## src/cppm_pkg.sv

```systemverilog
// shared constants and types of the counter position / period measure block
package cppm_pkg;

  // ****************************************************************
  // widths
  // ****************************************************************
  localparam int CNT_W = 32;
  localparam int ADDR_W = 8;
  localparam int CTRL_W = 11;
  localparam int BUF_DEPTH = 2;
  localparam logic [CNT_W-1:0] CNT_ONE = 32'h0000_0001;
  localparam logic [CNT_W-1:0] CNT_ZERO = 32'h0000_0000;

  // ****************************************************************
  // register byte offsets
  // ****************************************************************
  localparam logic [ADDR_W-1:0] REG_CTRL = 8'h00;
  localparam logic [ADDR_W-1:0] REG_RELOAD = 8'h04;
  localparam logic [ADDR_W-1:0] REG_CMD = 8'h08;
  localparam logic [ADDR_W-1:0] REG_COUNT = 8'h0C;
  localparam logic [ADDR_W-1:0] REG_DATA = 8'h10;
  localparam logic [ADDR_W-1:0] REG_STATUS = 8'h14;

  // ****************************************************************
  // field positions and reset values
  // ****************************************************************
  localparam int CTRL_MODE_LSB = 0;
  localparam int CTRL_DEC_LSB = 2;
  localparam int CTRL_PHASE_LSB = 4;
  localparam int CTRL_SRC_POL = 6;
  localparam int CTRL_START_POL = 7;
  localparam int CTRL_STOP_POL = 8;
  localparam int CTRL_RELOAD_EN = 9;
  localparam int CTRL_SAMPLE_EN = 10;
  localparam logic [CTRL_W-1:0] CTRL_RST = 11'h000;
  localparam int CMD_ARM = 0;
  localparam int CMD_DISARM = 1;
  localparam int STAT_ARMED = 0;
  localparam int STAT_COUNTING = 1;
  localparam int STAT_DATA_VALID = 2;
  localparam int STAT_OVERRUN = 3;

  // ****************************************************************
  // modes, decoders, states
  // ****************************************************************
  typedef enum logic [1:0] {
    MODE_PERIOD = 2'b00,
    MODE_POSITION = 2'b01,
    MODE_EDGE_SEP = 2'b10
  } cppm_mode_t;

  typedef enum logic [1:0] {
    DEC_SINGLE_EDGE_DECODE = 2'b00,
    DEC_DOUBLE_EDGE_DECODE = 2'b01,
    DEC_QUAD_EDGE_DECODE = 2'b10,
    DEC_TWO_PULSE = 2'b11
  } cppm_dec_t;

  typedef enum logic [1:0] {
    ST_IDLE = 2'b00,
    ST_WAIT = 2'b01,
    ST_COUNT = 2'b10,
    ST_RUN = 2'b11
  } cppm_state_t;

endpackage

```

## src/cppm_stream_if.sv

```systemverilog
// valid/ready word stream between the block's own modules
`timescale 1ns/1ps
`default_nettype none
interface cppm_stream_if;
  import cppm_pkg::*;
  logic valid;
  logic ready;
  logic [CNT_W-1:0] data;
  modport src (output valid, output data, input ready);
  modport snk (input valid, input data, output ready);
endinterface
`default_nettype wire

```

## src/cppm_buf2.sv

```systemverilog
// two-entry word buffer with valid/ready on both sides
`timescale 1ns/1ps
`default_nettype none
module cppm_buf2 (
  input wire logic mclk,
  input wire logic sys_rst,
  cppm_stream_if.snk fill,
  cppm_stream_if.src drain
);
  import cppm_pkg::*;

  logic [CNT_W-1:0] mem_reg [BUF_DEPTH];
  logic wr_reg;
  logic wr_next;
  logic rd_reg;
  logic rd_next;
  logic [1:0] used_reg;
  logic [1:0] used_next;
  logic push;
  logic pop;

  // honest full and empty from the fill level
  assign fill.ready = (used_reg != 2'h2);
  assign drain.valid = (used_reg != 2'h0);
  assign drain.data = mem_reg[rd_reg];
  assign push = fill.valid & fill.ready;
  assign pop = drain.valid & drain.ready;

  // pointer and level update
  always_comb begin
    wr_next = push ? ~wr_reg : wr_reg;
    rd_next = pop ? ~rd_reg : rd_reg;
    used_next = used_reg;
    if (push && !pop) begin
      used_next = used_reg + 2'h1;
    end else if (pop && !push) begin
      used_next = used_reg - 2'h1;
    end
  end

  always_ff @(posedge mclk) begin
    if (sys_rst) begin
      wr_reg <= 1'b0;
      rd_reg <= 1'b0;
      used_reg <= 2'h0;
    end else begin
      wr_reg <= wr_next;
      rd_reg <= rd_next;
      used_reg <= used_next;
    end
  end

  // storage needs no reset; it is read only when marked used
  always_ff @(posedge mclk) begin
    if (push) begin
      mem_reg[wr_reg] <= fill.data;
    end
  end
endmodule // cppm_buf2
`default_nettype wire

```

## src/cppm_sync.sv

```systemverilog
// two-flop input synchroniser with rise and fall detection
`timescale 1ns/1ps
`default_nettype none
module cppm_sync (
  input wire logic mclk,
  input wire logic sys_rst,
  input wire logic pin_in,
  output logic level,
  output logic rise,
  output logic fall
);
  import cppm_pkg::*;

  logic meta_reg;
  logic sync_reg;
  logic last_reg;

  // first stage feeds only the second; edges come from stages two and three
  always_ff @(posedge mclk) begin
    if (sys_rst) begin
      meta_reg <= 1'b0;
      sync_reg <= 1'b0;
      last_reg <= 1'b0;
    end else begin
      meta_reg <= pin_in;
      sync_reg <= meta_reg;
      last_reg <= sync_reg;
    end
  end

  // one pulse per edge, so no edge is counted twice
  assign level = sync_reg;
  assign rise = sync_reg & ~last_reg;
  assign fall = ~sync_reg & last_reg;
endmodule // cppm_sync
`default_nettype wire

```

## src/cppm_top.sv

```systemverilog
// counter block: period, quadrature / two-pulse position, edge separation
//
// Functional notes
// - period bounded by two like stop edges
// - count source edges between bounding stop edges
// - position and separation wait for arming
// - single edge: up on A rise, down fall
// - double edge: count both A edges
// - quad edge: count every A, B edge
// - index high in chosen phase reloads counter; code skips the reload in two-pulse decode
// - count change first, reload afterwards
// - reload within one timebase cycle, then resume
// - two-pulse: A rise up, B rise down
// - buffered position latches on each sample edge
// - latched values cumulative, sample never clears
// - sample clock on stop input, chosen edge
// - separation: start edge begins, stop edge ends
// - start edges ignored while counting
// - stop edge halts, count goes to queue
// - start and stop polarities set independently
//
// Chosen here: register access over APB and the register offsets.
`timescale 1ns/1ps
`default_nettype none
module cppm_top (
  input wire logic mclk,
  input wire logic sys_rst,
  input wire logic psel,
  input wire logic penable,
  input wire logic pwrite,
  input wire logic [cppm_pkg::ADDR_W-1:0] paddr,
  input wire logic [cppm_pkg::CNT_W-1:0] pwdata,
  output logic [cppm_pkg::CNT_W-1:0] prdata,
  output logic pready,
  output logic pslverr,
  input wire logic src_in,
  input wire logic start_in,
  input wire logic stop_in,
  input wire logic enc_a,
  input wire logic enc_b,
  input wire logic enc_z
);
  import cppm_pkg::*;

  // ****************************************************************
  // input synchronisers
  // ****************************************************************
  logic src_lvl;
  logic src_rise;
  logic src_fall;
  logic start_lvl;
  logic start_rise;
  logic start_fall;
  logic stop_lvl;
  logic stop_rise;
  logic stop_fall;
  logic a_lvl;
  logic a_rise;
  logic a_fall;
  logic b_lvl;
  logic b_rise;
  logic b_fall;
  logic z_lvl;

  cppm_sync u_sync_src (
    .mclk(mclk), .sys_rst(sys_rst), .pin_in(src_in),
    .level(src_lvl), .rise(src_rise), .fall(src_fall)
  );
  cppm_sync u_sync_start (
    .mclk(mclk), .sys_rst(sys_rst), .pin_in(start_in),
    .level(start_lvl), .rise(start_rise), .fall(start_fall)
  );
  cppm_sync u_sync_stop (
    .mclk(mclk), .sys_rst(sys_rst), .pin_in(stop_in),
    .level(stop_lvl), .rise(stop_rise), .fall(stop_fall)
  );
  cppm_sync u_sync_a (
    .mclk(mclk), .sys_rst(sys_rst), .pin_in(enc_a),
    .level(a_lvl), .rise(a_rise), .fall(a_fall)
  );
  cppm_sync u_sync_b (
    .mclk(mclk), .sys_rst(sys_rst), .pin_in(enc_b),
    .level(b_lvl), .rise(b_rise), .fall(b_fall)
  );
  cppm_sync u_sync_z (
    .mclk(mclk), .sys_rst(sys_rst), .pin_in(enc_z),
    .level(z_lvl), .rise(), .fall()
  );

  // ****************************************************************
  // configuration fields
  // ****************************************************************
  logic [CTRL_W-1:0] ctrl_reg;
  logic [CTRL_W-1:0] ctrl_next;
  logic [CNT_W-1:0] reload_reg;
  logic [CNT_W-1:0] reload_next;
  cppm_mode_t mode;
  cppm_dec_t dec;
  logic [1:0] phase_sel;
  logic src_edge;
  logic start_edge;
  logic stop_edge;

  // software settings steer the decode, reload and measurement decisions below
  assign mode = cppm_mode_t'(ctrl_reg[CTRL_MODE_LSB +: 2]);
  assign dec = cppm_dec_t'(ctrl_reg[CTRL_DEC_LSB +: 2]);
  assign phase_sel = ctrl_reg[CTRL_PHASE_LSB +: 2];

  // active edge selection; each input has its own polarity bit
  assign src_edge = ctrl_reg[CTRL_SRC_POL] ? src_fall : src_rise;
  assign start_edge = ctrl_reg[CTRL_START_POL] ? start_fall : start_rise;
  assign stop_edge = ctrl_reg[CTRL_STOP_POL] ? stop_fall : stop_rise;

  // ****************************************************************
  // position decoder
  // ****************************************************************
  logic b_prev_reg;
  logic a_chg;
  logic b_chg;
  logic q_dir_up;
  logic step_up;
  logic step_dn;
  logic reload_hit;
  logic [CNT_W-1:0] pos_next;
  logic [CNT_W-1:0] cnt_reg;

  // b from the previous cycle gives the direction of a single change
  always_ff @(posedge mclk) begin
    if (sys_rst) begin
      b_prev_reg <= 1'b0;
    end else begin
      b_prev_reg <= b_lvl;
    end
  end

  assign a_chg = a_rise | a_fall;
  assign b_chg = b_rise | b_fall;
  // a leading b walks 00,10,11,01: a xor old b is one on each step
  assign q_dir_up = a_lvl ^ b_prev_reg;

  // step decision per decoding mode
  always_comb begin
    step_up = 1'b0;
    step_dn = 1'b0;
    case (dec)
      DEC_SINGLE_EDGE_DECODE: begin
        // one count per cycle, only on a edges while b is low
        step_up = a_rise & ~b_lvl;
        step_dn = a_fall & ~b_lvl;
      end
      DEC_DOUBLE_EDGE_DECODE: begin
        // both a edges, direction from the leading channel
        step_up = a_chg & q_dir_up;
        step_dn = a_chg & ~q_dir_up;
      end
      DEC_QUAD_EDGE_DECODE: begin
        // every edge of a or b; a double change is invalid, dropped
        step_up = (a_chg ^ b_chg) & q_dir_up;
        step_dn = (a_chg ^ b_chg) & ~q_dir_up;
      end
      DEC_TWO_PULSE: begin
        // coincident pulses cancel out
        step_up = a_rise & ~b_rise;
        step_dn = b_rise & ~a_rise;
      end
      default: begin
        step_up = 1'b0;
        step_dn = 1'b0;
      end
    endcase
  end

  // index high while the channels sit in the chosen phase
  assign reload_hit = ctrl_reg[CTRL_RELOAD_EN] & (dec != DEC_TWO_PULSE)
                      & z_lvl & ({a_lvl, b_lvl} == phase_sel);

  // count change first, the reload then overrides it in the same cycle,
  // so the reload lands one timebase cycle after the phase turns true
  always_comb begin
    pos_next = cnt_reg;
    if (step_up) begin
      pos_next = cnt_reg + CNT_ONE;
    end else if (step_dn) begin
      pos_next = cnt_reg - CNT_ONE;
    end
    if (reload_hit) begin
      pos_next = reload_reg;
    end
  end

  // ****************************************************************
  // measurement state machine
  // ****************************************************************
  cppm_state_t st_reg;
  cppm_state_t st_next;
  logic [CNT_W-1:0] cnt_next;
  logic cap_evt;
  logic [CNT_W-1:0] cap_val;
  logic cmd_arm;
  logic cmd_disarm;

  // sequencing of all three measurement kinds
  always_comb begin
    st_next = st_reg;
    cnt_next = cnt_reg;
    cap_evt = 1'b0;
    cap_val = cnt_reg;
    if (cmd_disarm) begin
      st_next = ST_IDLE;
    end else begin
      case (st_reg)
        ST_IDLE: begin
          // nothing counts before the arm command
          if (cmd_arm) begin
            cnt_next = CNT_ZERO;
            st_next = (mode == MODE_POSITION) ? ST_RUN : ST_WAIT;
          end
        end
        ST_WAIT: begin
          // period opens on a stop edge, separation on a start edge
          if (mode == MODE_PERIOD && stop_edge) begin
            cnt_next = CNT_ZERO;
            st_next = ST_COUNT;
          end else if (mode == MODE_EDGE_SEP && start_edge) begin
            cnt_next = CNT_ZERO;
            st_next = ST_COUNT;
          end
        end
        ST_COUNT: begin
          // start edges have no branch here, so they are ignored
          if (stop_edge) begin
            // a source edge in the closing cycle is left out
            cap_evt = 1'b1;
            cap_val = cnt_reg;
            st_next = ST_IDLE;
          end else if (src_edge) begin
            cnt_next = cnt_reg + CNT_ONE;
          end
        end
        ST_RUN: begin
          cnt_next = pos_next;
          // latch the running total; the counter itself is untouched
          if (ctrl_reg[CTRL_SAMPLE_EN] && stop_edge) begin
            cap_evt = 1'b1;
            cap_val = cnt_reg;
          end
        end
        default: begin
          st_next = ST_IDLE;
        end
      endcase
    end
  end

  always_ff @(posedge mclk) begin
    if (sys_rst) begin
      st_reg <= ST_IDLE;
      cnt_reg <= CNT_ZERO;
    end else begin
      st_reg <= st_next;
      cnt_reg <= cnt_next;
    end
  end

  // ****************************************************************
  // result queue
  // ****************************************************************
  cppm_stream_if fill_if ();
  cppm_stream_if drain_if ();
  logic pend_reg;
  logic pend_next;
  logic [CNT_W-1:0] pend_data_reg;
  logic [CNT_W-1:0] pend_data_next;
  logic ovr_reg;
  logic ovr_next;
  logic ovr_clr;

  // one holding stage ahead of the buffer; it waits out a full buffer
  assign fill_if.valid = pend_reg;
  assign fill_if.data = pend_data_reg;

  // a new word while the old one is still stuck is dropped and flagged
  always_comb begin
    pend_next = pend_reg & ~fill_if.ready;
    pend_data_next = pend_data_reg;
    ovr_next = ovr_reg & ~ovr_clr;
    if (cap_evt) begin
      if (pend_reg && !fill_if.ready) begin
        ovr_next = 1'b1; // set wins over a clear in the same cycle
      end else begin
        pend_next = 1'b1;
        pend_data_next = cap_val;
      end
    end
  end

  always_ff @(posedge mclk) begin
    if (sys_rst) begin
      pend_reg <= 1'b0;
      pend_data_reg <= CNT_ZERO;
      ovr_reg <= 1'b0;
    end else begin
      pend_reg <= pend_next;
      pend_data_reg <= pend_data_next;
      ovr_reg <= ovr_next;
    end
  end

  cppm_buf2 u_buf (
    .mclk(mclk),
    .sys_rst(sys_rst),
    .fill(fill_if.snk),
    .drain(drain_if.src)
  );

  // ****************************************************************
  // apb slave
  // ****************************************************************
  logic setup;
  logic access;
  logic wr_acc;
  logic mapped;
  logic [CNT_W-1:0] rd_mux;
  logic [CNT_W-1:0] prdata_next;
  logic pslverr_reg;
  logic pslverr_next;
  logic [CNT_W-1:0] status;

  // zero wait states: read data is fetched in the setup cycle
  assign setup = psel & ~penable;
  assign access = psel & penable;
  assign wr_acc = access & pwrite;
  assign pready = access;
  assign pslverr = pslverr_reg;

  assign mapped = (paddr == REG_CTRL) | (paddr == REG_RELOAD) |
                  (paddr == REG_CMD) | (paddr == REG_COUNT) |
                  (paddr == REG_DATA) | (paddr == REG_STATUS);

  // command and clear strobes act only at the access edge
  assign cmd_arm = wr_acc & (paddr == REG_CMD) & pwdata[CMD_ARM];
  assign cmd_disarm = wr_acc & (paddr == REG_CMD) & pwdata[CMD_DISARM];
  assign ovr_clr = wr_acc & (paddr == REG_STATUS) & pwdata[STAT_OVERRUN];
  // reading the data word pops it from the buffer
  assign drain_if.ready = access & ~pwrite & (paddr == REG_DATA);

  always_comb begin
    status = CNT_ZERO;
    status[STAT_ARMED] = (st_reg != ST_IDLE);
    status[STAT_COUNTING] = (st_reg == ST_COUNT) | (st_reg == ST_RUN);
    status[STAT_DATA_VALID] = drain_if.valid;
    status[STAT_OVERRUN] = ovr_reg;
  end

  // read multiplexer; the live count serves on-demand position reads
  always_comb begin
    rd_mux = CNT_ZERO;
    case (paddr)
      REG_CTRL: rd_mux = {{(CNT_W-CTRL_W){1'b0}}, ctrl_reg};
      REG_RELOAD: rd_mux = reload_reg;
      REG_COUNT: rd_mux = cnt_reg;
      REG_DATA: rd_mux = drain_if.valid ? drain_if.data : CNT_ZERO;
      REG_STATUS: rd_mux = status;
      default: rd_mux = CNT_ZERO;
    endcase
  end

  // register writes and captured answer
  always_comb begin
    ctrl_next = ctrl_reg;
    reload_next = reload_reg;
    prdata_next = prdata;
    pslverr_next = pslverr_reg;
    if (setup) begin
      prdata_next = pwrite ? CNT_ZERO : rd_mux;
      pslverr_next = ~mapped;
    end
    if (wr_acc && paddr == REG_CTRL) begin
      ctrl_next = pwdata[CTRL_W-1:0];
    end
    if (wr_acc && paddr == REG_RELOAD) begin
      reload_next = pwdata;
    end
  end

  always_ff @(posedge mclk) begin
    if (sys_rst) begin
      ctrl_reg <= CTRL_RST;
      reload_reg <= CNT_ZERO;
      prdata <= CNT_ZERO;
      pslverr_reg <= 1'b0;
    end else begin
      ctrl_reg <= ctrl_next;
      reload_reg <= reload_next;
      prdata <= prdata_next;
      pslverr_reg <= pslverr_next;
    end
  end

  // unused synchronised levels kept for visibility in waveforms
  logic unused_lvls;
  assign unused_lvls = src_lvl ^ start_lvl ^ stop_lvl;

endmodule // cppm_top
`default_nettype wire
```

## config.mk

```make
export PLATFORM = sky130hd
export DESIGN_NAME = cppm_top
export DESIGN_NICKNAME = d
export VERILOG_FILES = /design/src/cppm_pkg.sv /design/src/cppm_stream_if.sv /design/src/cppm_buf2.sv /design/src/cppm_sync.sv /design/src/cppm_top.sv
export SDC_FILE = /design/constraint.sdc
export NUM_CORES = 1
export LEC_CHECK = 0
export BUFFER_PORTS_ARGS = -buffer_cell sky130_fd_sc_hd__buf_4
export CORE_MARGIN = 1
export CORE_UTILIZATION = 33
export CTS_BUF_LIST = sky130_fd_sc_hd__clkbuf_8
export CTS_CLUSTER_SIZE = 14
export DETAILED_ROUTE_END_ITERATION = 8
export PLACE_DENSITY = 0.49
export SYNTH_ARGS = -nofsm -noshare
export SYNTH_HDL_FRONTEND = slang
export SYNTH_SLANG_ARGS = --single-unit
export TNS_END_PERCENT = 20
```

## constraint.sdc

```tcl
create_clock -name mclk -period 3.35 [get_ports mclk]
set_clock_uncertainty 0.15 [all_clocks]
set_input_delay 0.335 -clock mclk [delete_from_list [all_inputs] [get_ports mclk]]
set_output_delay 0.335 -clock mclk [all_outputs]
set_load 0.02 [all_outputs]
```

* Yosys cells after proc, flatten, opt, wreduce, memory -nomap -nowiden
Memories as Yosys holds them, arrays and structs flattened. A register that Yosys moved wholly into a read port is not among the register bits.
Index checks and enable logic that the tools add are counted.
** Word-level totals
- Register bits :: 165
- Bits in writable memories :: 64
- Bits of input ports :: 51
- Output and inout bits :: 34
- Logic and storage cells :: 183
- Memories :: 1
** Memory list
- u_buf.mem_reg :: words 2, width 32, read ports 1, clocked after Yosys merged registers in 1, wr ports 1, RTL line cppm_buf2.sv:12 : logic [CNT_W-1:0] mem_reg [BUF_DEPTH];
** Cells by class
- Add/sub/neg operators :: 4
- Eq/ne operators :: 22
- Multiplexer cells :: 37
- Bitwise logic cells :: 67
- Reductions and logical operators :: 23
** Operators by type and width (number)
- 32-bit two-way mux :: 10
- 32-bit case mux with 5 select lines :: 1
- 32-bit case mux with 4 select lines :: 1
- 1-bit bitwise AND :: 35
- 32-bit by 1-bit adder with 32-bit output, second input constant :: 1
- 32-bit by 1-bit subtractor with 32-bit output, second input constant :: 1
- 1-bit NOT :: 22
- 8-bit by 4-bit equality test with 1-bit output, second input constant :: 2
- 8-bit by 5-bit equality test with 1-bit output, second input constant :: 2
- 1-bit two-way mux :: 14
- 2-bit two-way mux :: 7
- 2-bit inequality test, second input constant :: 6
- 2-bit equality test, second input constant :: 5
- 8-bit by 3-bit equality test with 1-bit output, second input constant :: 1
- 1-bit logical AND :: 8
- 8-bit logical NOT :: 1
- 1-bit bitwise OR :: 8
- 1-bit case mux with 4 select lines :: 2
- 2-bit by 1-bit equality test with 1-bit output, second input constant :: 3
- 2-bit logical NOT :: 3
- 2-bit case mux with 3 select lines :: 1
- 6-bit AND reduction :: 1
- 2-bit nonzero test :: 3
- 4-bit inequality test, second input constant :: 1
- 11 further kinds :: 14

* Depth between registers and ports, before layout
- Depth after elaboration :: 10
- Gate-level depth with buffers :: 12
- Gate-level depth less buffers :: 9

* Cells and area by module
Synthesis repeated with hierarchy kept, for this count alone.
** Unflattened totals
- Cells, all modules :: 1191
- Area total of the unflattened synthesis :: 11106.9 um^2
** Modules (own cells, without submodules)
- cppm_top :: instances 1, cells an instance 1019, area each 8034.0 um^2, seq. area each 2902.8 um^2
- cppm_buf2 :: instances 1, cells an instance 124, area each 2524.9 um^2, seq. area each 2021.9 um^2
- cppm_sync :: instances 6, cells an instance 8, area each 91.3 um^2, seq. area each 60.1 um^2

* Worst setup path after synthesis
No wires, ideal clock.
- Path type :: in2reg
- Start :: in paddr[0] (netlist bit)
- End :: reg cnt_reg[22]
- Setup time :: 0.074 ns
- Arrival time :: 2.633 ns
- Required time :: 3.126 ns
- Path slack :: 0.492 ns
- Stages :: 9
- Path buffers :: 2
- Cell sequence :: or4_4 nor4_4 a21boi_1 or3_1 buf_2 or2_0 clkbuf_1 or4_1 a31oi_1
** On the way
- Word-level cells in the longest chain between the ends :: 5
- Elaborated cells on any way between the ends :: 7
- Those cells by class :: eq/ne (2); bitwise (4); reduce/logical (1)
** Ends and longest elaborated chain
- start, declared :: RTL line cppm_top.sv:31 : input wire logic [cppm_pkg::ADDR_W-1:0] paddr,
- 8-bit by 4-bit equality test with 1-bit output (*) :: RTL line cppm_top.sv:341, cppm_top.sv:342
- 1-bit bitwise AND (*) :: RTL line cppm_top.sv:341, cppm_top.sv:342
- 1-bit bitwise AND, on equally long branches :: RTL line cppm_top.sv:341, cppm_top.sv:342
- 2-bit inequality test (no source line) or 1-bit NOT (tied branches)
- 6-bit AND reduction (no source line) (*)
- end signal, assigned :: RTL line cppm_top.sv:261 : cnt_reg <= cnt_next;
- end, declared :: RTL line cppm_top.sv:125 : logic [CNT_W-1:0] cnt_reg;
Every way passes the cells marked *; elsewhere a longest branch is shown, timed or not.
A chain may end at the register's enable or synchronous reset.

* Worst setup path after layout
- Start :: reg u_sync_a.sync_reg, in the netlist u_sync_a.level
- End :: reg cnt_reg[25]
** On the way
- Word-level cells in the longest chain between the ends :: 9
- Elaborated cells on any way between the ends :: 25
- Those cells by class :: eq/ne (2); mux (5); bitwise (17); reduce/logical (1)
** Ends and longest elaborated chain
- start, declared :: RTL line cppm_sync.sv:15 : logic sync_reg;
- start signal, assigned :: RTL line cppm_sync.sv:26 : sync_reg <= meta_reg;
- 1-bit NOT :: RTL line cppm_sync.sv:34 : assign fall = ~sync_reg & last_reg;
- 1-bit bitwise AND :: RTL line cppm_sync.sv:34
- 1-bit bitwise OR :: RTL line cppm_top.sv:136 : assign a_chg = a_rise | a_fall;
- 1-bit bitwise XOR :: RTL line cppm_top.sv:158, cppm_top.sv:159
- 1-bit bitwise AND :: RTL line cppm_top.sv:158 : step_up = (a_chg ^ b_chg) & q_dir_up;
- 1-bit case mux with 4 select lines :: RTL line cppm_top.sv:145 : case (dec)
- 32-bit two-way mux :: RTL line cppm_top.sv:181 : if (step_up) begin
- 32-bit two-way mux :: RTL line cppm_top.sv:186 : if (reload_hit) begin
- 32-bit case mux with 4 select lines :: RTL line cppm_top.sv:211 : case (st_reg)
Several ways; a longest one is shown, not always the timed one.

==> impl_metrics.ini <==
[outcome]
outcome = finished clean

[worst_setup_path]
crit_chain = inv_1 -> ha_1 -> nand2b_1 -> mux2_2 -> o21ai_0 -> a211oi_1 -> buf_4 -> or2_0 -> buf_4 -> a221oi_1 -> a221oi_1
critical_path_class = flop to flop
path_delay_family = compound AO/OA/AOI/OAI gates
crit_slowest_cell = dfxtp_1
crit_buf_inv = 3
max_stage_delay_ps = 460
reg2reg_depth = 11
cp-start-kind = flop
r2r_slack_ps = 130
worstPathArrival_ps = 3480
worstPathRequired_ps = 3610
reg2reg_from = u_sync_a.level
worstReg2RegEnd = cnt_reg[25]
critPathCaptureType = flop
path_max_fanout = 15

[timing]
clock.fmax_mhz = 311
tns_ps = 0
relSlewSlack_pct = 54.6
slew_violations = 0
worstMarginPinSlew_ps = 675
period_minus_slack_ps = 3220
rsz0062_at_grt = false
hold_viol_final = 0
finalSetupViolCount = 0
finalCritPeriodShare_pct = 96.0

[power_and_ir_drop]
p_sw_mw = 2.11
comb_power_share_pct = 19.0
p_per_area_nw_per_um2 = 512
power.clock.fraction_pct = 38.2
leakage_nw = 4.82
p_int_mw = 4.86
ir_drop_v = 0.000244
switching_share_pct = 30.3
p_seq_share_pct = 42.7

[route]
ant_nets = 0
drc = 0
via_per_inst = 5.32
avgRoutedWirePerCell_um = 19.5
wl_um = 35700
drtIter0Drc = 665
vias = 9730
drt_pre_antenna_iters = 5

[synthesis]
seq_area_frac_synth_pct = 47.1
synthTopCellsByArea = dfxtp_1, edfxtp_1, mux2i_1
synth_common_cells = dfxtp_1, nand2_1, nor2_1, clkbuf_1, o21ai_0
synth-xor-area-share_pct = 2.05
synth_fa_ha_area_share_pct = 1.57
synth_seq_cells = 230
synth_top_family_by_area = compound AO/OA/AOI/OAI gates
syn_area_sq_um = 11100
yosysMostFrequentCell = dfxtp_1
synthCells = 1230
postSynth.asyncResetShare_pct = 0
synthFlopType = dfxtp_1
syn_area_per_cell_sq_um = 9.05
synth-edff-count = 64
yosys.area.top_type = dfxtp_1
synth.top_cell.area_share_pct = 29.9
yosys_warnings = 0
synth_compound_area_share_pct = 19.0
synth_simple_gate_area_share_pct = 17.9
synth_cell_type_count = 65
synth_nets = 1295
synthMuxAreaShare_pct = 7.70

[hold_path]
hold_class = primary input to flop
holdPathStages = 2
min_from = sys_rst
holdPathEnd = fill_if.data[29]

[global_route]
groute.usage.overall_pct = 21.1
grt_pass1_wl_um = 55800
grt-ovfl-total = 0
antenna_found_initial = 1
grt_max_degree = 67
grt_pass1_vias = 9487

[layout]
largest_reg_flops = 64
drive_gt1_share_pct = 16.5
insertedDiodeCount = 0
nets = 1415
synthToLayoutAreaGrowth_pct = 22.5
fin_util_pct = 41.5

[die]
die_w_um = 186
ios = 85
die_area_sq_um = 34500
design.core.area_sq_um = 32900
die_h_um = 186
start_util_pct = 33.9
num_rows = 66

[clock_tree]
holdBufCountCts = 38
cts.htree.levels = 2
cts_tree = built
numCtsBuffers = 44
clock_sinks = 230
ctsResizeCount = 0
clkTransAtPathRegs_ps = 60
clockBufferDepth = 3
clock_latency_ps = 560
post-cts-setup-buffers = 0
ctsRootBufferMaster = clkbuf_8

[placed_design]
hpwl_um = 23700
place.gp.congestion = 0.912
numPortBuffers = 84

[run]
drv_cap = 0
per-layer routing:
layer | routed length [um] | track usage (%) | part of all wire [%] | vias to the layer above
li1 | - | - | - | 4733
met1 | 16900 | 29.4 | 47 | 4655
met2 | 16100 | 33.5 | 45 | 282
met3 | 1910 | 3.33 | 5.4 | 60
met4 | 746 | 5.97 | 2.1 | 0
met5 | 0 | 0 | 0 | -
cell families (layout without fill, tap and decap cells):
logic type,Yosys count,after routing
xor gates and xnor gates,26,26
AOI/OAI and AO/OA,325,325
buffers and inverters,134,290
DFF,230,230
and+or+nand+nor,417,417
adders and majority gates,14,14
muxes,84,84
cells in the final DEF, fill, tap and decap left out, types with 8 or more instances in the layout:
master | netlist | routed
or3_1 | 11 | 11
a31oi_1 | 10 | 10
ha_1 | 14 | 14
nor3_1 | 33 | 33
nand2_1 | 141 | 141
nand3_1 | 22 | 22
nand4_1 | 11 | 11
o31ai_1 | 12 | 12
buf_4 | 0 | 137
o21ai_0 | 79 | 79
edfxtp_1 | 64 | 64
a22oi_1 | 72 | 72
dfxtp_1 | 166 | 165
and3_1 | 16 | 16
dlygate4sd3_1 | 0 | 38
mux2_2 | 13 | 13
clkbuf_8 | 0 | 48
xnor2_1 | 10 | 10
nor2b_1 | 22 | 21
a32o_1 | 8 | 8
or4_1 | 9 | 9
a221oi_1 | 10 | 10
inv_1 | 30 | 45
a211oi_1 | 12 | 12
a21oi_1 | 73 | 73
xor2_1 | 16 | 16
mux2i_1 | 71 | 71
nor4_1 | 11 | 8
nor2_1 | 109 | 108
metrics by stage:
step | area [sq um] | hold WS, ps | setup slack [ps] | power, mW | cells
after detailed placement | 12400 | 277 | 112 | 4.31 | 1708
after global routing | 13600 | 69.4 | 25.0 | 7.32 | 1828
final | 13600 | 69.8 | 133 | 6.97 | 1828
after global placement | 12400 | 276 | 160 | 4.31 | 1708
after CTS | 13600 | 56.7 | 200 | 7.03 | 1828
after floorplan | 11100 | 264 | 492 | 3.87 | 1230
cell type report:
cell class                      instances  area [sq um]
Tap cell                              442           553
Sequential cell                       230          5250
Inverter                               30           113
Timing Repair Buffer                  178          1460
Clock buffer                           48           661
Fill cell                            3372         19200
Multi-Input combinational cell        866          5400
Clock inverter                         34           190
worst max-delay path by stage:
stage,start,to,slack (ps),cells after the start
6_report,u_sync_a.level,cnt_reg[25],130,11
5_1_grt,u_sync_a.level,cnt_reg[25],20,11
4_1_cts,u_sync_a.level,cnt_reg[25],200,11
3_5_place_dp,paddr[0],cnt_reg[25],110,9
3_3_place_gp,paddr[0],cnt_reg[25],160,9
2_1_floorplan,paddr[0],cnt_reg[22],490,9
power by group through the flow:
| stage | Combinational (mW) | Sequential, mW | Clock (mW) |
|---|---|---|---|
| global route | 1.46 | 2.99 | 2.87 |
| floorplan | 0.879 | 3.00 | 0 |
| detailed placement | 1.27 | 3.04 | 0 |
| global placement | 1.27 | 3.04 | 0 |
| CTS | 1.32 | 2.98 | 2.74 |
| finish | 1.33 | 2.98 | 2.67 |
No activity file was read; power rests on OpenSTA's default activity.
